### src/core/tcp_pkg.sv
package tcp_pkg;

	////////////////////////////////////////////////////////////////////////////
	// Widths and register map (byte addresses, one word each).
	localparam int unsigned TCP_CNT_W = 16;
	localparam int unsigned TCP_ADR_W = 8;
	localparam logic [7:0] TCP_OFS_CTRL = 8'h00;
	localparam logic [7:0] TCP_OFS_PERIOD = 8'h04;
	localparam logic [7:0] TCP_OFS_COMPARE = 8'h08;
	localparam logic [7:0] TCP_OFS_COUNT = 8'h0c;
	localparam logic [7:0] TCP_OFS_CAPTURE = 8'h10;
	localparam logic [7:0] TCP_OFS_STATUS = 8'h14;
	localparam logic [7:0] TCP_OFS_MASK = 8'h18;
	localparam logic [7:0] TCP_OFS_PRESCALE = 8'h1c;

	////////////////////////////////////////////////////////////////////////////
	// Field positions of the control word.
	localparam int unsigned TCP_CTRL_EN = 0;
	localparam int unsigned TCP_CTRL_MODE_LSB = 1;
	localparam int unsigned TCP_CTRL_CLK_LSB = 3;
	localparam int unsigned TCP_CTRL_CMP_LSB = 5;
	localparam int unsigned TCP_CTRL_CPL = 8;
	localparam int unsigned TCP_CTRL_DB_LSB = 16;

	// Event bits of the status and mask words, and the running flag.
	localparam int unsigned TCP_EV_TC = 0;
	localparam int unsigned TCP_EV_CMP = 1;
	localparam int unsigned TCP_EV_CAP = 2;
	localparam int unsigned TCP_EV_N = 3;
	localparam int unsigned TCP_ST_RUN = 8;

	////////////////////////////////////////////////////////////////////////////
	// Reset values.
	localparam logic [15:0] TCP_RST_PERIOD = 16'hffff;
	localparam logic [15:0] TCP_RST_COMPARE = 16'h8000;
	localparam logic [15:0] TCP_RST_PRESCALE = 16'h0000;

	////////////////////////////////////////////////////////////////////////////
	// Modes and states.
	typedef enum logic [1:0] {
		TCP_RUN_FREE = 2'h0,
		TCP_RUN_ONESHOT = 2'h1,
		TCP_RUN_GATED = 2'h2
	} tcp_run_t;

	typedef enum logic [1:0] {
		TCP_CLK_SYS = 2'h0,
		TCP_CLK_DIV = 2'h1,
		TCP_CLK_EXT_RISE = 2'h2,
		TCP_CLK_EXT_FALL = 2'h3
	} tcp_clk_t;

	typedef enum logic [2:0] {
		TCP_CMP_LESS_THAN = 3'h0,
		TCP_CMP_LESS_OR_EQUAL = 3'h1,
		TCP_CMP_SAME_VALUE = 3'h2,
		TCP_CMP_GREATER_OR_EQUAL = 3'h3,
		TCP_CMP_GREATER_THAN = 3'h4
	} tcp_cmp_t;

	typedef enum logic [2:0] {
		TCP_ST_IDLE = 3'b001,
		TCP_ST_COUNT = 3'b010,
		TCP_ST_HALT = 3'b100
	} tcp_fsm_t;

	// Routed inputs after synchronisation.
	typedef struct packed {
		logic ext_clk;
		logic restart;
		logic capture;
		logic kill;
		logic enable;
	} tcp_pins_t;

endpackage

### src/core/tcp_sync.sv
`timescale 1ns/1ps
// Two-stage synchroniser for routed inputs; only the second stage is visible.
module tcp_sync #(
	parameter int unsigned WIDTH = 1
) (
	// Clock and reset.
	input wire logic clk_i,
	input wire logic rst_i,
	// Asynchronous levels in, synchronous levels out.
	input wire logic [WIDTH-1:0] d_i,
	output logic [WIDTH-1:0] q_o
);

	typedef struct packed {
		logic [WIDTH-1:0] meta;
		logic [WIDTH-1:0] sync;
	} tcp_sync_state_t;

	tcp_sync_state_t s_q;
	tcp_sync_state_t s_d;

	if (WIDTH < 1) begin : g_chk
		$error("tcp_sync: WIDTH must be at least one");
	end

	// The first stage feeds the second stage and nothing else.
	always_comb begin
		s_d.meta = d_i;
		s_d.sync = s_q.meta;
	end

	always_ff @(posedge clk_i) begin
		if (rst_i) begin
			s_q <= '0;
		end else begin
			s_q <= s_d;
		end
	end

	assign q_o = s_q.sync;

endmodule

### src/core/tcp_deadband.sv
`timescale 1ns/1ps
// Complementary output pair with a programmable dead gap after every edge.
module tcp_deadband #(
	parameter int unsigned DB_W = 8
) (
	// Clock and reset.
	input wire logic clk_i,
	input wire logic rst_i,
	// Raw compare level, kill and gap length in clocks.
	input wire logic pwm_i,
	input wire logic kill_i,
	input wire logic [DB_W-1:0] dead_i,
	// Registered true and complement outputs.
	output logic hi_o,
	output logic lo_o
);

	typedef struct packed {
		logic prev;
		logic [DB_W-1:0] cnt;
		logic hi;
		logic lo;
	} tcp_db_state_t;

	tcp_db_state_t s_q;
	tcp_db_state_t s_d;

	if (DB_W < 1 || DB_W > 16) begin : g_chk
		$error("tcp_deadband: DB_W must lie in 1..16");
	end

	// Both outputs are off during the gap, so they never overlap.
	always_comb begin
		s_d = s_q;
		if (pwm_i != s_q.prev) begin
			s_d.prev = pwm_i;
			s_d.cnt = dead_i;
			s_d.hi = (dead_i == '0) & pwm_i;
			s_d.lo = (dead_i == '0) & ~pwm_i;
		end else if (s_q.cnt != '0) begin
			s_d.cnt = s_q.cnt - 1'b1;
			s_d.hi = 1'b0;
			s_d.lo = 1'b0;
		end else begin
			s_d.hi = pwm_i;
			s_d.lo = ~pwm_i;
		end
		// Kill wins over everything and holds both outputs inactive.
		if (kill_i) begin
			s_d.hi = 1'b0;
			s_d.lo = 1'b0;
		end
	end

	always_ff @(posedge clk_i) begin
		if (rst_i) begin
			s_q <= '0;
		end else begin
			s_q <= s_d;
		end
	end

	assign hi_o = s_q.hi;
	assign lo_o = s_q.lo;

endmodule

### src/core/tcp_timer.sv
// Design decisions made here: the address map and register access over Wishbone.
`timescale 1ns/1ps
// Behaviour
// Sixteen-bit counter, counts down only.
// Reload period on start, restart, terminal count; in one-shot the code halts at zero without reloading.
// Compare modes: less, less-equal, same, greater-equal, greater.
// Interrupt on terminal count, compare, capture.
// One-shot halts after the period completes.
// Free, one-shot or enable-gated counting.
// Kill forces compare outputs inactive.
// Complementary outputs with deadband gap.
// Compare, terminal-count or complement, interrupt outputs.
// Capture latches full count for software.
// Outside logic drives restart and capture.
// Software picks the counter clock source.
// Zero is terminal count, one-clock pulse.
// Live count readable without disturbing it.
module tcp_timer
	import tcp_pkg::*;
#(
	parameter int unsigned DB_W = 8
) (
	// Clock and reset.
	input wire logic clk_i,
	input wire logic rst_i,
	// Wishbone classic slave.
	input wire logic wb_cyc_i,
	input wire logic wb_stb_i,
	input wire logic wb_we_i,
	input wire logic [TCP_ADR_W-1:0] wb_adr_i,
	input wire logic [3:0] wb_sel_i,
	input wire logic [31:0] wb_dat_i,
	output logic [31:0] wb_dat_o,
	output logic wb_ack_o,
	// Routed inputs, asynchronous to clk_i.
	input wire logic ext_clk_i,
	input wire logic restart_i,
	input wire logic capture_i,
	input wire logic kill_i,
	input wire logic enable_i,
	// Routed outputs.
	output logic cmp_o,
	output logic tc_o,
	output logic irq_o
);

	////////////////////////////////////////////////////////////////////////////
	// State of the whole block.

	typedef struct packed {
		tcp_fsm_t fsm;
		logic en;
		tcp_run_t mode;
		tcp_clk_t clk_src;
		tcp_cmp_t cmp_mode;
		logic cpl;
		logic [DB_W-1:0] dead;
		logic [TCP_CNT_W-1:0] period;
		logic [TCP_CNT_W-1:0] compare;
		logic [TCP_CNT_W-1:0] prescale;
		logic [TCP_CNT_W-1:0] div_cnt;
		logic [TCP_CNT_W-1:0] count;
		logic [TCP_CNT_W-1:0] capture;
		logic [TCP_EV_N-1:0] status;
		logic [TCP_EV_N-1:0] mask;
		tcp_pins_t prev;
		logic cmp_prev;
		logic tc_pulse;
		logic ack;
		logic [31:0] rdata;
	} tcp_state_t;

	tcp_state_t s_q;
	tcp_state_t s_d;
	tcp_pins_t pins;
	logic [4:0] pins_raw;
	logic db_hi;
	logic db_lo;
	logic cmp_true;

	if (DB_W < 1 || DB_W > 16) begin : g_chk
		$error("tcp_timer: DB_W must lie in 1..16");
	end

	////////////////////////////////////////////////////////////////////////////
	// Input synchronisation and output stage.

	// Every routed input passes two flops before any logic here reads it.
	tcp_sync #(
		.WIDTH(5)
	) u_sync (
		.clk_i(clk_i),
		.rst_i(rst_i),
		.d_i({ext_clk_i, restart_i, capture_i, kill_i, enable_i}),
		.q_o(pins_raw)
	);

	// The cast relies on the concatenation above listing the pins in struct order.
	assign pins = tcp_pins_t'(pins_raw);

	// The compare level drives the deadband pair; kill is applied there.
	tcp_deadband #(
		.DB_W(DB_W)
	) u_deadband (
		.clk_i(clk_i),
		.rst_i(rst_i),
		.pwm_i(cmp_true & (s_q.fsm != TCP_ST_IDLE)),
		.kill_i(pins.kill),
		.dead_i(s_q.dead),
		.hi_o(db_hi),
		.lo_o(db_lo)
	);

	////////////////////////////////////////////////////////////////////////////
	// Helpers.

	// Merges a bus write into a word under the byte enables.
	function automatic logic [31:0] merge(input logic [31:0] old, input logic [31:0] wd,
			input logic [3:0] sel);
		logic [31:0] r;
		r = old;
		for (int i = 0; i < 4; i++) begin
			if (sel[i]) begin
				r[8*i +: 8] = wd[8*i +: 8];
			end
		end
		return r;
	endfunction

	// Comparator; an illegal mode code never asserts.
	function automatic logic cmp_eval(input tcp_cmp_t mode, input logic [TCP_CNT_W-1:0] cnt,
			input logic [TCP_CNT_W-1:0] cv);
		logic r;
		r = 1'b0;
		case (mode)
			TCP_CMP_LESS_THAN: r = cnt < cv;
			TCP_CMP_LESS_OR_EQUAL: r = cnt <= cv;
			TCP_CMP_SAME_VALUE: r = cnt == cv;
			TCP_CMP_GREATER_OR_EQUAL: r = cnt >= cv;
			TCP_CMP_GREATER_THAN: r = cnt > cv;
			default: r = 1'b0;
		endcase
		return r;
	endfunction

	assign cmp_true = cmp_eval(s_q.cmp_mode, s_q.count, s_q.compare);

	////////////////////////////////////////////////////////////////////////////
	// Next-state logic.

	logic hit;
	logic wr;
	logic tick;
	logic gate_ok;
	logic rst_ev;
	logic cap_ev;
	logic [31:0] ctrl_w;
	logic [31:0] wd;
	logic [TCP_EV_N-1:0] ev;
	logic [TCP_EV_N-1:0] clr;

	// Bus decode, counter, events and registers are all computed here.
	always_comb begin
		s_d = s_q;
		ev = '0;
		clr = '0;
		tick = 1'b0;
		hit = wb_cyc_i & wb_stb_i;
		// A write lands on the edge where the master sees ack.
		wr = hit & s_q.ack & wb_we_i;
		rst_ev = pins.restart & ~s_q.prev.restart;
		cap_ev = pins.capture & ~s_q.prev.capture;
		gate_ok = (s_q.mode != TCP_RUN_GATED) | pins.enable;
		s_d.prev = pins;
		s_d.tc_pulse = 1'b0;
		ctrl_w = '0;
		ctrl_w[TCP_CTRL_EN] = s_q.en;
		ctrl_w[TCP_CTRL_MODE_LSB +: 2] = s_q.mode;
		ctrl_w[TCP_CTRL_CLK_LSB +: 2] = s_q.clk_src;
		ctrl_w[TCP_CTRL_CMP_LSB +: 3] = s_q.cmp_mode;
		ctrl_w[TCP_CTRL_CPL] = s_q.cpl;
		ctrl_w[TCP_CTRL_DB_LSB +: DB_W] = s_q.dead;

		// Clock source selection; the divider rolls over at the prescale value.
		// A prescale of zero makes the divided source tick on every clock.
		// External sources are edge-detected after the synchroniser, so each level must
		// last at least two system clocks to be seen.
		if (s_q.div_cnt >= s_q.prescale) begin
			s_d.div_cnt = '0;
		end else begin
			s_d.div_cnt = s_q.div_cnt + 1'b1;
		end
		case (s_q.clk_src)
			TCP_CLK_SYS: tick = 1'b1;
			TCP_CLK_DIV: tick = s_q.div_cnt >= s_q.prescale;
			TCP_CLK_EXT_RISE: tick = pins.ext_clk & ~s_q.prev.ext_clk;
			TCP_CLK_EXT_FALL: tick = ~pins.ext_clk & s_q.prev.ext_clk;
			default: tick = 1'b0;
		endcase

		// Run control and counting.
		unique case (s_q.fsm)
			TCP_ST_IDLE: begin
				// Starting always reloads, so a stale count never leaks into a new run.
				if (s_q.en) begin
					s_d.fsm = TCP_ST_COUNT;
					s_d.count = s_q.period;
				end
			end
			TCP_ST_COUNT: begin
				if (!s_q.en) begin
					s_d.fsm = TCP_ST_IDLE;
				end else if (rst_ev) begin
					// A restart edge outranks a tick in the same cycle.
					s_d.count = s_q.period;
				end else if (tick && gate_ok) begin
					if (s_q.count == '0) begin
						// The pulse lasts one system clock whatever the tick source.
						s_d.tc_pulse = 1'b1;
						ev[TCP_EV_TC] = 1'b1;
						if (s_q.mode == TCP_RUN_ONESHOT) begin
							s_d.fsm = TCP_ST_HALT;
						end else begin
							s_d.count = s_q.period;
						end
					end else begin
						s_d.count = s_q.count - 1'b1;
					end
				end
			end
			TCP_ST_HALT: begin
				// A halted one-shot re-arms on a restart or a new enable.
				if (!s_q.en) begin
					s_d.fsm = TCP_ST_IDLE;
				end else if (rst_ev) begin
					s_d.fsm = TCP_ST_COUNT;
					s_d.count = s_q.period;
				end
			end
		endcase

		// Capture takes the count as it stands, without touching it.
		// A capture edge in a reload cycle records the count from before the reload.
		if (cap_ev) begin
			s_d.capture = s_q.count;
			ev[TCP_EV_CAP] = 1'b1;
		end
		// Only a rising compare level outside idle (counting or halted) counts as a compare event.
		s_d.cmp_prev = cmp_true;
		ev[TCP_EV_CMP] = cmp_true & ~s_q.cmp_prev & (s_q.fsm != TCP_ST_IDLE);

		// Register writes.
		if (wr) begin
			unique case (wb_adr_i)
				TCP_OFS_CTRL: begin
					wd = merge(ctrl_w, wb_dat_i, wb_sel_i);
					s_d.en = wd[TCP_CTRL_EN];
					s_d.mode = tcp_run_t'(wd[TCP_CTRL_MODE_LSB +: 2]);
					s_d.clk_src = tcp_clk_t'(wd[TCP_CTRL_CLK_LSB +: 2]);
					s_d.cmp_mode = tcp_cmp_t'(wd[TCP_CTRL_CMP_LSB +: 3]);
					s_d.cpl = wd[TCP_CTRL_CPL];
					s_d.dead = wd[TCP_CTRL_DB_LSB +: DB_W];
				end
				TCP_OFS_PERIOD: begin
					wd = merge({16'h0000, s_q.period}, wb_dat_i, wb_sel_i);
					s_d.period = wd[TCP_CNT_W-1:0];
				end
				TCP_OFS_COMPARE: begin
					wd = merge({16'h0000, s_q.compare}, wb_dat_i, wb_sel_i);
					s_d.compare = wd[TCP_CNT_W-1:0];
				end
				TCP_OFS_STATUS: begin
					wd = merge(32'h0000_0000, wb_dat_i, wb_sel_i);
					clr = wd[TCP_EV_N-1:0];
				end
				TCP_OFS_MASK: begin
					wd = merge({29'h0000_0000, s_q.mask}, wb_dat_i, wb_sel_i);
					s_d.mask = wd[TCP_EV_N-1:0];
				end
				TCP_OFS_PRESCALE: begin
					wd = merge({16'h0000, s_q.prescale}, wb_dat_i, wb_sel_i);
					s_d.prescale = wd[TCP_CNT_W-1:0];
				end
				default: wd = '0;
			endcase
		end else begin
			wd = '0;
		end

		// Sticky events: a new event in the clearing cycle survives the clear.
		s_d.status = (s_q.status & ~clr) | ev;

		// Ack one cycle after the request, then drop; reads are sampled here.
		s_d.ack = hit & ~s_q.ack;
		s_d.rdata = '0;
		// Writes return zero data, so a write ack never shows a stale register.
		if (hit && !s_q.ack && !wb_we_i) begin
			unique case (wb_adr_i)
				TCP_OFS_CTRL: s_d.rdata = ctrl_w;
				TCP_OFS_PERIOD: s_d.rdata = {16'h0000, s_q.period};
				TCP_OFS_COMPARE: s_d.rdata = {16'h0000, s_q.compare};
				TCP_OFS_COUNT: s_d.rdata = {16'h0000, s_q.count};
				TCP_OFS_CAPTURE: s_d.rdata = {16'h0000, s_q.capture};
				TCP_OFS_STATUS: begin
					s_d.rdata[TCP_EV_N-1:0] = s_q.status;
					s_d.rdata[TCP_ST_RUN] = s_q.fsm == TCP_ST_COUNT;
				end
				TCP_OFS_MASK: s_d.rdata[TCP_EV_N-1:0] = s_q.mask;
				TCP_OFS_PRESCALE: s_d.rdata = {16'h0000, s_q.prescale};
				default: s_d.rdata = '0;
			endcase
		end
	end

	////////////////////////////////////////////////////////////////////////////
	// State register.

	// Reset loads constants only; the timer comes up stopped.
	// Fields not named here reset to zero with the rest of the struct.
	always_ff @(posedge clk_i) begin
		if (rst_i) begin
			s_q <= '0;
			s_q.fsm <= TCP_ST_IDLE;
			s_q.mode <= TCP_RUN_FREE;
			s_q.clk_src <= TCP_CLK_SYS;
			s_q.cmp_mode <= TCP_CMP_LESS_THAN;
			s_q.period <= TCP_RST_PERIOD;
			s_q.compare <= TCP_RST_COMPARE;
			s_q.prescale <= TCP_RST_PRESCALE;
		end else begin
			s_q <= s_d;
		end
	end

	////////////////////////////////////////////////////////////////////////////
	// Outputs.

	assign wb_ack_o = s_q.ack;
	assign wb_dat_o = s_q.rdata;
	// Kill acts inside the deadband stage, so both pins of the pair drop together.
	assign cmp_o = db_hi;
	// The terminal-count pin carries the complement when that option is set.
	assign tc_o = s_q.cpl ? db_lo : s_q.tc_pulse;
	// Level interrupt, high while any unmasked sticky bit is set.
	assign irq_o = |(s_q.status & s_q.mask);

endmodule

### config.mk
export PLATFORM = sky130hd
export DESIGN_NAME = tcp_timer
export DESIGN_NICKNAME = d
export VERILOG_FILES = /design/src/core/tcp_pkg.sv /design/src/core/tcp_sync.sv /design/src/core/tcp_deadband.sv /design/src/core/tcp_timer.sv
export SDC_FILE = /design/constraint.sdc
export NUM_CORES = 1
export LEC_CHECK = 0
export BUFFER_PORTS_ARGS = -buffer_cell sky130_fd_sc_hd__buf_2
export CORE_MARGIN = 2
export CORE_UTILIZATION = 40
export CTS_CLUSTER_DIAMETER = 80
export CTS_CLUSTER_SIZE = 14
export DETAILED_ROUTE_END_ITERATION = 12
export PLACE_DENSITY = 0.6
export SLEW_MARGIN = 20
export SYNTH_ARGS = -nofsm -noshare
export SYNTH_HDL_FRONTEND = slang
export SYNTH_SLANG_ARGS = --single-unit
### constraint.sdc
create_clock -name clk_i -period 4.44 [get_ports clk_i]
set_input_delay 0.444 -clock clk_i [delete_from_list [all_inputs] [get_ports clk_i]]
set_output_delay 0.444 -clock clk_i [all_outputs]
set_load 0.03 [all_outputs]
=== After elaboration in Yosys (flattened, before gate mapping) ===
Cells that the tools add are included.

* Word-level logic and storage cells: 163
* Output and inout bits: 36
* Register bits after elaboration: 181
* Input bits: 54

* Bitwise operators: 26
* Add/sub/neg operators: 3
* Multiplexer cells: 37
* Magnitude comparators: 5
* Reductions and logical operators: 28
* Eq/ne operators: 33

{| class="wikitable"
|+ Operator list
! operator !! number
|-
| 2-to-1 mux 16 bit || 8
|-
| case mux 15 bit (6 select lines) || 1
|-
| case mux 16 bit (3 select lines) || 1
|-
| 2-to-1 mux 3 bit || 11
|-
| == test 8 x 5 -> 1 bit, second input constant || 4
|-
| greater-or-equal comparator 16 bit || 2
|-
| case mux 5 bit (6 select lines) || 1
|-
| AND reduction 3 bit || 10
|-
| case mux 3 bit (8 select lines) || 1
|-
| inequality test 3 bit, second input constant || 6
|-
| adder 16 x 1 -> 16 bit, second input constant || 1
|-
| == test 16 bit || 1
|-
| == test 8 x 4 -> 1 bit, second input constant || 2
|-
| > comparator 16 bit || 1
|-
| less-or-equal comparator 16 bit || 1
|-
| logical NOT 16 bit || 1
|-
| logical NOT 8 bit || 2
|-
| less-than comparator 16 bit || 1
|-
| subtractor 16 x 1 -> 16 bit, second input constant || 1
|-
| bitwise AND 1 bit || 13
|-
| AND reduction 6 bit || 2
|-
| 2-to-1 mux 10 bit || 1
|-
| inequality test 2 bit, second input constant || 5
|-
| == test 3 x 2 -> 1 bit, second input constant || 3
|-
| other kinds (29) || 52
|}

=== Longest topological paths before layout ===
* Word-level depth: 9
* Gate-level depth with buffers: 10
* Mapped depth without buffers: 9

=== By module ===
Synthesis repeated with hierarchy kept, for this count alone.

* Cell total of the unflattened synthesis: 979
* Area, all modules: 8704.6 µm²

{| class="wikitable"
|+ Modules (own cells, without submodules)
! module !! seq. area each (µm²) !! instances !! area each (µm²) !! cells an instance
|-
| tcp_timer || 3042.9 || 1 || 7811.2 || 886
|-
| tcp_deadband || 220.2 || 1 || 630.6 || 73
|-
| tcp_sync || 200.2 || 1 || 262.8 || 20
|}

=== Worst setup path after synthesis ===
Ideal clock, no wire load.

* Path type: register to register
* Start: register s_q[62] (netlist name)
* End: register u_deadband.s_q[5] (netlist name)
* Required time: 4319 ps
* Data arrival time: 2443 ps
* Slack: 1876 ps
* Path buffers: 0
* Library setup time: 121 ps
* Clock period less this slack: 2564 ps
* Cell stages (with the launch flop): 10
* Path through: dfxtp_1 > inv_1 > ha_1 > nor2b_1 > o211ai_1 > a2111o_1 > a311o_1 > a31o_4 > xnor2_4 > mux2_4

* Cells in the longest elaborated chain, start to end: 5
* Elaborated cells between the ends (all ways): 10
* Those cells by class: 4 x order compare; 2 x eq/ne; 2 x mux; 1 x bitwise; 1 x reduce/logical

{| class="wikitable"
|+ RTL lines
! element !! RTL line !! source
|-
| start, declared || tcp_timer.sv:73 || <nowiki>tcp_state_t s_q;</nowiki>
|-
| > comparator 16 bit, or another cell as far along || tcp_timer.sv:140 || <nowiki>TCP_CMP_GREATER_THAN: r = cnt > cv;</nowiki>
|-
| case mux 1 bit (5 select lines) * || tcp_timer.sv:135 || <nowiki>case (mode)</nowiki>
|-
| bitwise AND 1 bit * || tcp_timer.sv:107 || <nowiki>.pwm_i(cmp_true & (s_q.fsm != TCP_ST_IDLE)),</nowiki>
|-
| inequality test 1 bit * || tcp_deadband.sv:35 || <nowiki>if (pwm_i != s_q.prev) begin</nowiki>
|-
| 2-to-1 mux 10 bit / nonzero test 2 bit (equally long branches) || -- ||
|-
| end signal, assigned || tcp_deadband.sv:57 || <nowiki>s_q <= '0;</nowiki>
|-
| end signal, assigned || tcp_deadband.sv:59 || <nowiki>s_q <= s_d;</nowiki>
|-
| end, declared || tcp_deadband.sv:25 || <nowiki>tcp_db_state_t s_q;</nowiki>
|}

Every way passes the cells marked *; elsewhere a longest branch is shown, timed or not.
A chain may end at the register's enable or synchronous reset.

=== Final worst setup path ===
* Start: register s_q[63] (netlist name)
* End: register s_q[64] (netlist name)

* Cells in the longest elaborated chain, start to end: 6
* Elaborated cells between the ends (all ways): 9
* Those cells by class: 1 x add/sub; 1 x eq/ne; 5 x mux; 2 x reduce/logical

{| class="wikitable"
|+ RTL lines
! element !! RTL line !! source
|-
| subtractor 16 x 1 -> 16 bit / logical NOT 16 bit (equally long branches) || tcp_timer.sv:227, tcp_timer.sv:217 ||
|-
| 2-to-1 mux 16 bit || tcp_timer.sv:217 || <nowiki>if (s_q.count == '0) begin</nowiki>
|-
| 2-to-1 mux 16 bit || tcp_timer.sv:216 || <nowiki>end else if (tick && gate_ok) begin</nowiki>
|-
| 2-to-1 mux 16 bit || tcp_timer.sv:213 || <nowiki>end else if (rst_ev) begin</nowiki>
|-
| 2-to-1 mux 16 bit || tcp_timer.sv:211 || <nowiki>if (!s_q.en) begin</nowiki>
|-
| case mux 16 bit (3 select lines) || tcp_timer.sv:202 || <nowiki>unique case (s_q.fsm)</nowiki>
|}

Parallel ways exist; a longest one is shown, timed or not. The select of a mux whose other input is x is not followed.

==> flow_summary.yaml <==
drt:
  dr.pass1.iters: 7
  drt_iter0_drc: 627
  drc_errors: 0
  via_per_inst: 5.49
  wl_mm: 22.7
  final_antenna_net_count: 0
  num_vias: 7228
  wl_per_cell_um: 17.2
timing:
  fmax_ghz: 0.331
  drv_slew: 0
  setup_viol: 0
  min_period_ns: 3.03
  finalHoldViolCount: 0
  setup_slack_ns: 1.41
  finalCritPeriodShare_pct: 68.1
  rsz0062_at_grt: "no"
  worst_pin_slew_ns: 1.10
  setup_tns_ns: 0
  skew_ns: 0.0118
  relSlewSlack_pct: 26.7
synthesis:
  synth_cell_types: 74
  synthTopCellsByCount: "173 x dfxtp_1, 119 x nand2_1, 89 x nor2_1"
  synth_area_um2: 8650
  yosysSeqAreaShare_pct: 40.0
  synth_edf_count: 0
  avgSynthCellArea_um2: 8.63
  synth_area_leaders: "dfxtp_1 40%, mux2i_1 6.3%, ha_1 5.2%, nand2_1 5.2%, a21oi_1 4.7%"
  async_flop_share_pct: 0
  synthMostInstantiatedCell: "dfxtp_1"
  synth_ff_type: "dfxtp_1"
  synthDominantCellAreaShare_pct: 40.0
  yosysWarnings: 0
  synth_top_area_cell: "dfxtp_1"
  syn_inst: 1002
  synth-seq-cells: 173
global_route:
  grt_remaining_overflow: 0
  grt_pass1_vias: 6544
  grt_max_degree: 97
  grt_pass1_wl_mm: 35.8
  antenna_found_initial: 0
  grtUsageTotal_pct: 20.3
worst_setup_path:
  slowest_stage: "nor2b_1"
  path_cells: "inv_1 -> ha_1 -> nor4b_1 -> nand4_1 -> nor3b_1 -> nor2b_1 -> a21oi_1 -> buf_4 -> o32ai_1"
  cpPeakStageDelay_ns: 0.64
  r2r_slack_ns: 1.41
  cp_top_family: "simple AND/OR/NAND/NOR gates"
  worstSetupEndpointType: "flip-flop"
  reg2reg_depth: 9
  arrival_ns: 3.36
  path_class: "flip-flop to flip-flop"
  timing.critical_path.buf_inv: 2
  startpoint_type: "flip-flop"
  critPathMaxFanout: 12
  timing.rr.end: "s_q[64]$_SDFFE_PP0P_"
  rr_startpoint: "s_q[63]$_SDFFE_PP0P_"
  crit_required_ns: 4.78
worst_hold_path:
  min_path_cells: 2
  holdCritPathClass: "primary input to flip-flop"
  hold_start: "kill_i"
  hold_end: "u_sync.s_d[1]$_SDFF_PP0_"
floorplanning:
  start_util_pct: 40.9
  coreArea_um2: 21200
  boundaryPins: 90
  row_count: 53
  die_area_um2: 22800
  die_h_um: 151
  fp.dieW_um: 151
clocking:
  htree_levels: 4
  post-cts-setup-buffer-count: 0
  ctsResizeCount: 0
  cts_tree: "yes"
  cts_buffer_depth: 2
  clk_pin_slew_worst_paths_ns: 0.07
  clk_latency_ns: 0.43
  cts-root-buf: "clkbuf_16"
  cts_sinks: 173
  cts_made_buffers: 17
  ctsHoldBuffers: 0
final_layout:
  layout-drive-gt1-share_pct: 13.6
  finalInstanceArea_um2: 9650
  nets: 1118
  area_growth_syn_to_layout_pct: 11.6
  insertedDiodeCount: 0
  final_util_pct: 45.6
placed_design:
  port_buffers: 72
  gp_congestion: 0.862
  dp_slack_ns: 1.48
  dp_hpwl_mm: 16.4
  post_dp_cell_area_um2: 9000
power:
  peakVddDrop_v: 0.000216
  total_leakage_power_nw: 3.68
  power_density_nw_per_um2: 370
run_status:
  status: "finished clean"
run:
  drv_cap: 0
## per-layer routing
metal	GRT usage [%]	vias to the layer above	routed length [um]
met3	3.80	22	1170
met5	0	-	0
met4	5.93	0	291
met1	28.6	3431	11000
met2	31.8	204	10200
li1	-	3571	-
## stage by stage
stage                     hold WS, ns  std cells  power, W
after floorplan                 0.401       1009   0.00190
final                           0.217       1316   0.00357
after global placement          0.422       1284   0.00198
after CTS                       0.204       1316   0.00361
after detailed placement        0.422       1284   0.00198
after global routing            0.213       1316   0.00371
## layout by cell type, fill, tap and decap left out, drive strengths merged, types with 28 or more instances in the layout
cell,n
a21oi,82
dfxtp,173
mux2i,54
nor2,92
nand3,44
nand2,120
ha,36
nor3,28
buf,81
inv,45
## how the worst max path moves through the flow
stage               cells past startpoint                             end                 start
global route                            9            s_q[64]$_SDFFE_PP0P_  s_q[62]$_SDFFE_PP0P_
global placement                        7            s_q[64]$_SDFFE_PP0P_  s_q[74]$_SDFFE_PP0P_
finish                                  9            s_q[64]$_SDFFE_PP0P_  s_q[63]$_SDFFE_PP0P_
detailed placement                      9  u_deadband.s_q[5]$_SDFFE_PP0P_  s_q[62]$_SDFFE_PP0P_
CTS                                     9  u_deadband.s_q[5]$_SDFFE_PP0P_  s_q[62]$_SDFFE_PP0P_
floorplan                               9  u_deadband.s_q[5]$_SDFFE_PP0P_  s_q[62]$_SDFFE_PP0P_
## cell families after synthesis
family          synth area share (%)
fa+ha+maj                       5.21
other cells                   0.0434
flops                           40.0
buf+inv                         7.12
mux                             8.29
compound gates                  15.3
simple gates                    21.6
xor+xnor                        2.34
## layout make-up
cell class | count | area [um2]
fill | 2090 | 11500
multi-input combinational | 711 | 4600
sequential | 173 | 3460
clock buffer | 20 | 467
timing repair buffer | 81 | 430
tap | 275 | 344
clock inverter | 12 | 183
inverter | 44 | 165
## power by group
part           internal [W]  switching [W]
Combinational      0.000142       0.000176
Clock              0.000993       0.000634
Sequential          0.00159      0.0000359
## flip-flops by register name, summed over array words and instances, names as in the netlist
signal / count
wb_dat_o: 24
u_deadband.hi_o: 1
wb_ack_o: 1
u_sync.q_o: 5
u_sync.s_d: 5
s_q: 110
u_deadband.lo_o: 1
u_deadband.s_q: 9
ctrl_w: 17
No activity file was read; power rests on OpenSTA's default activity.
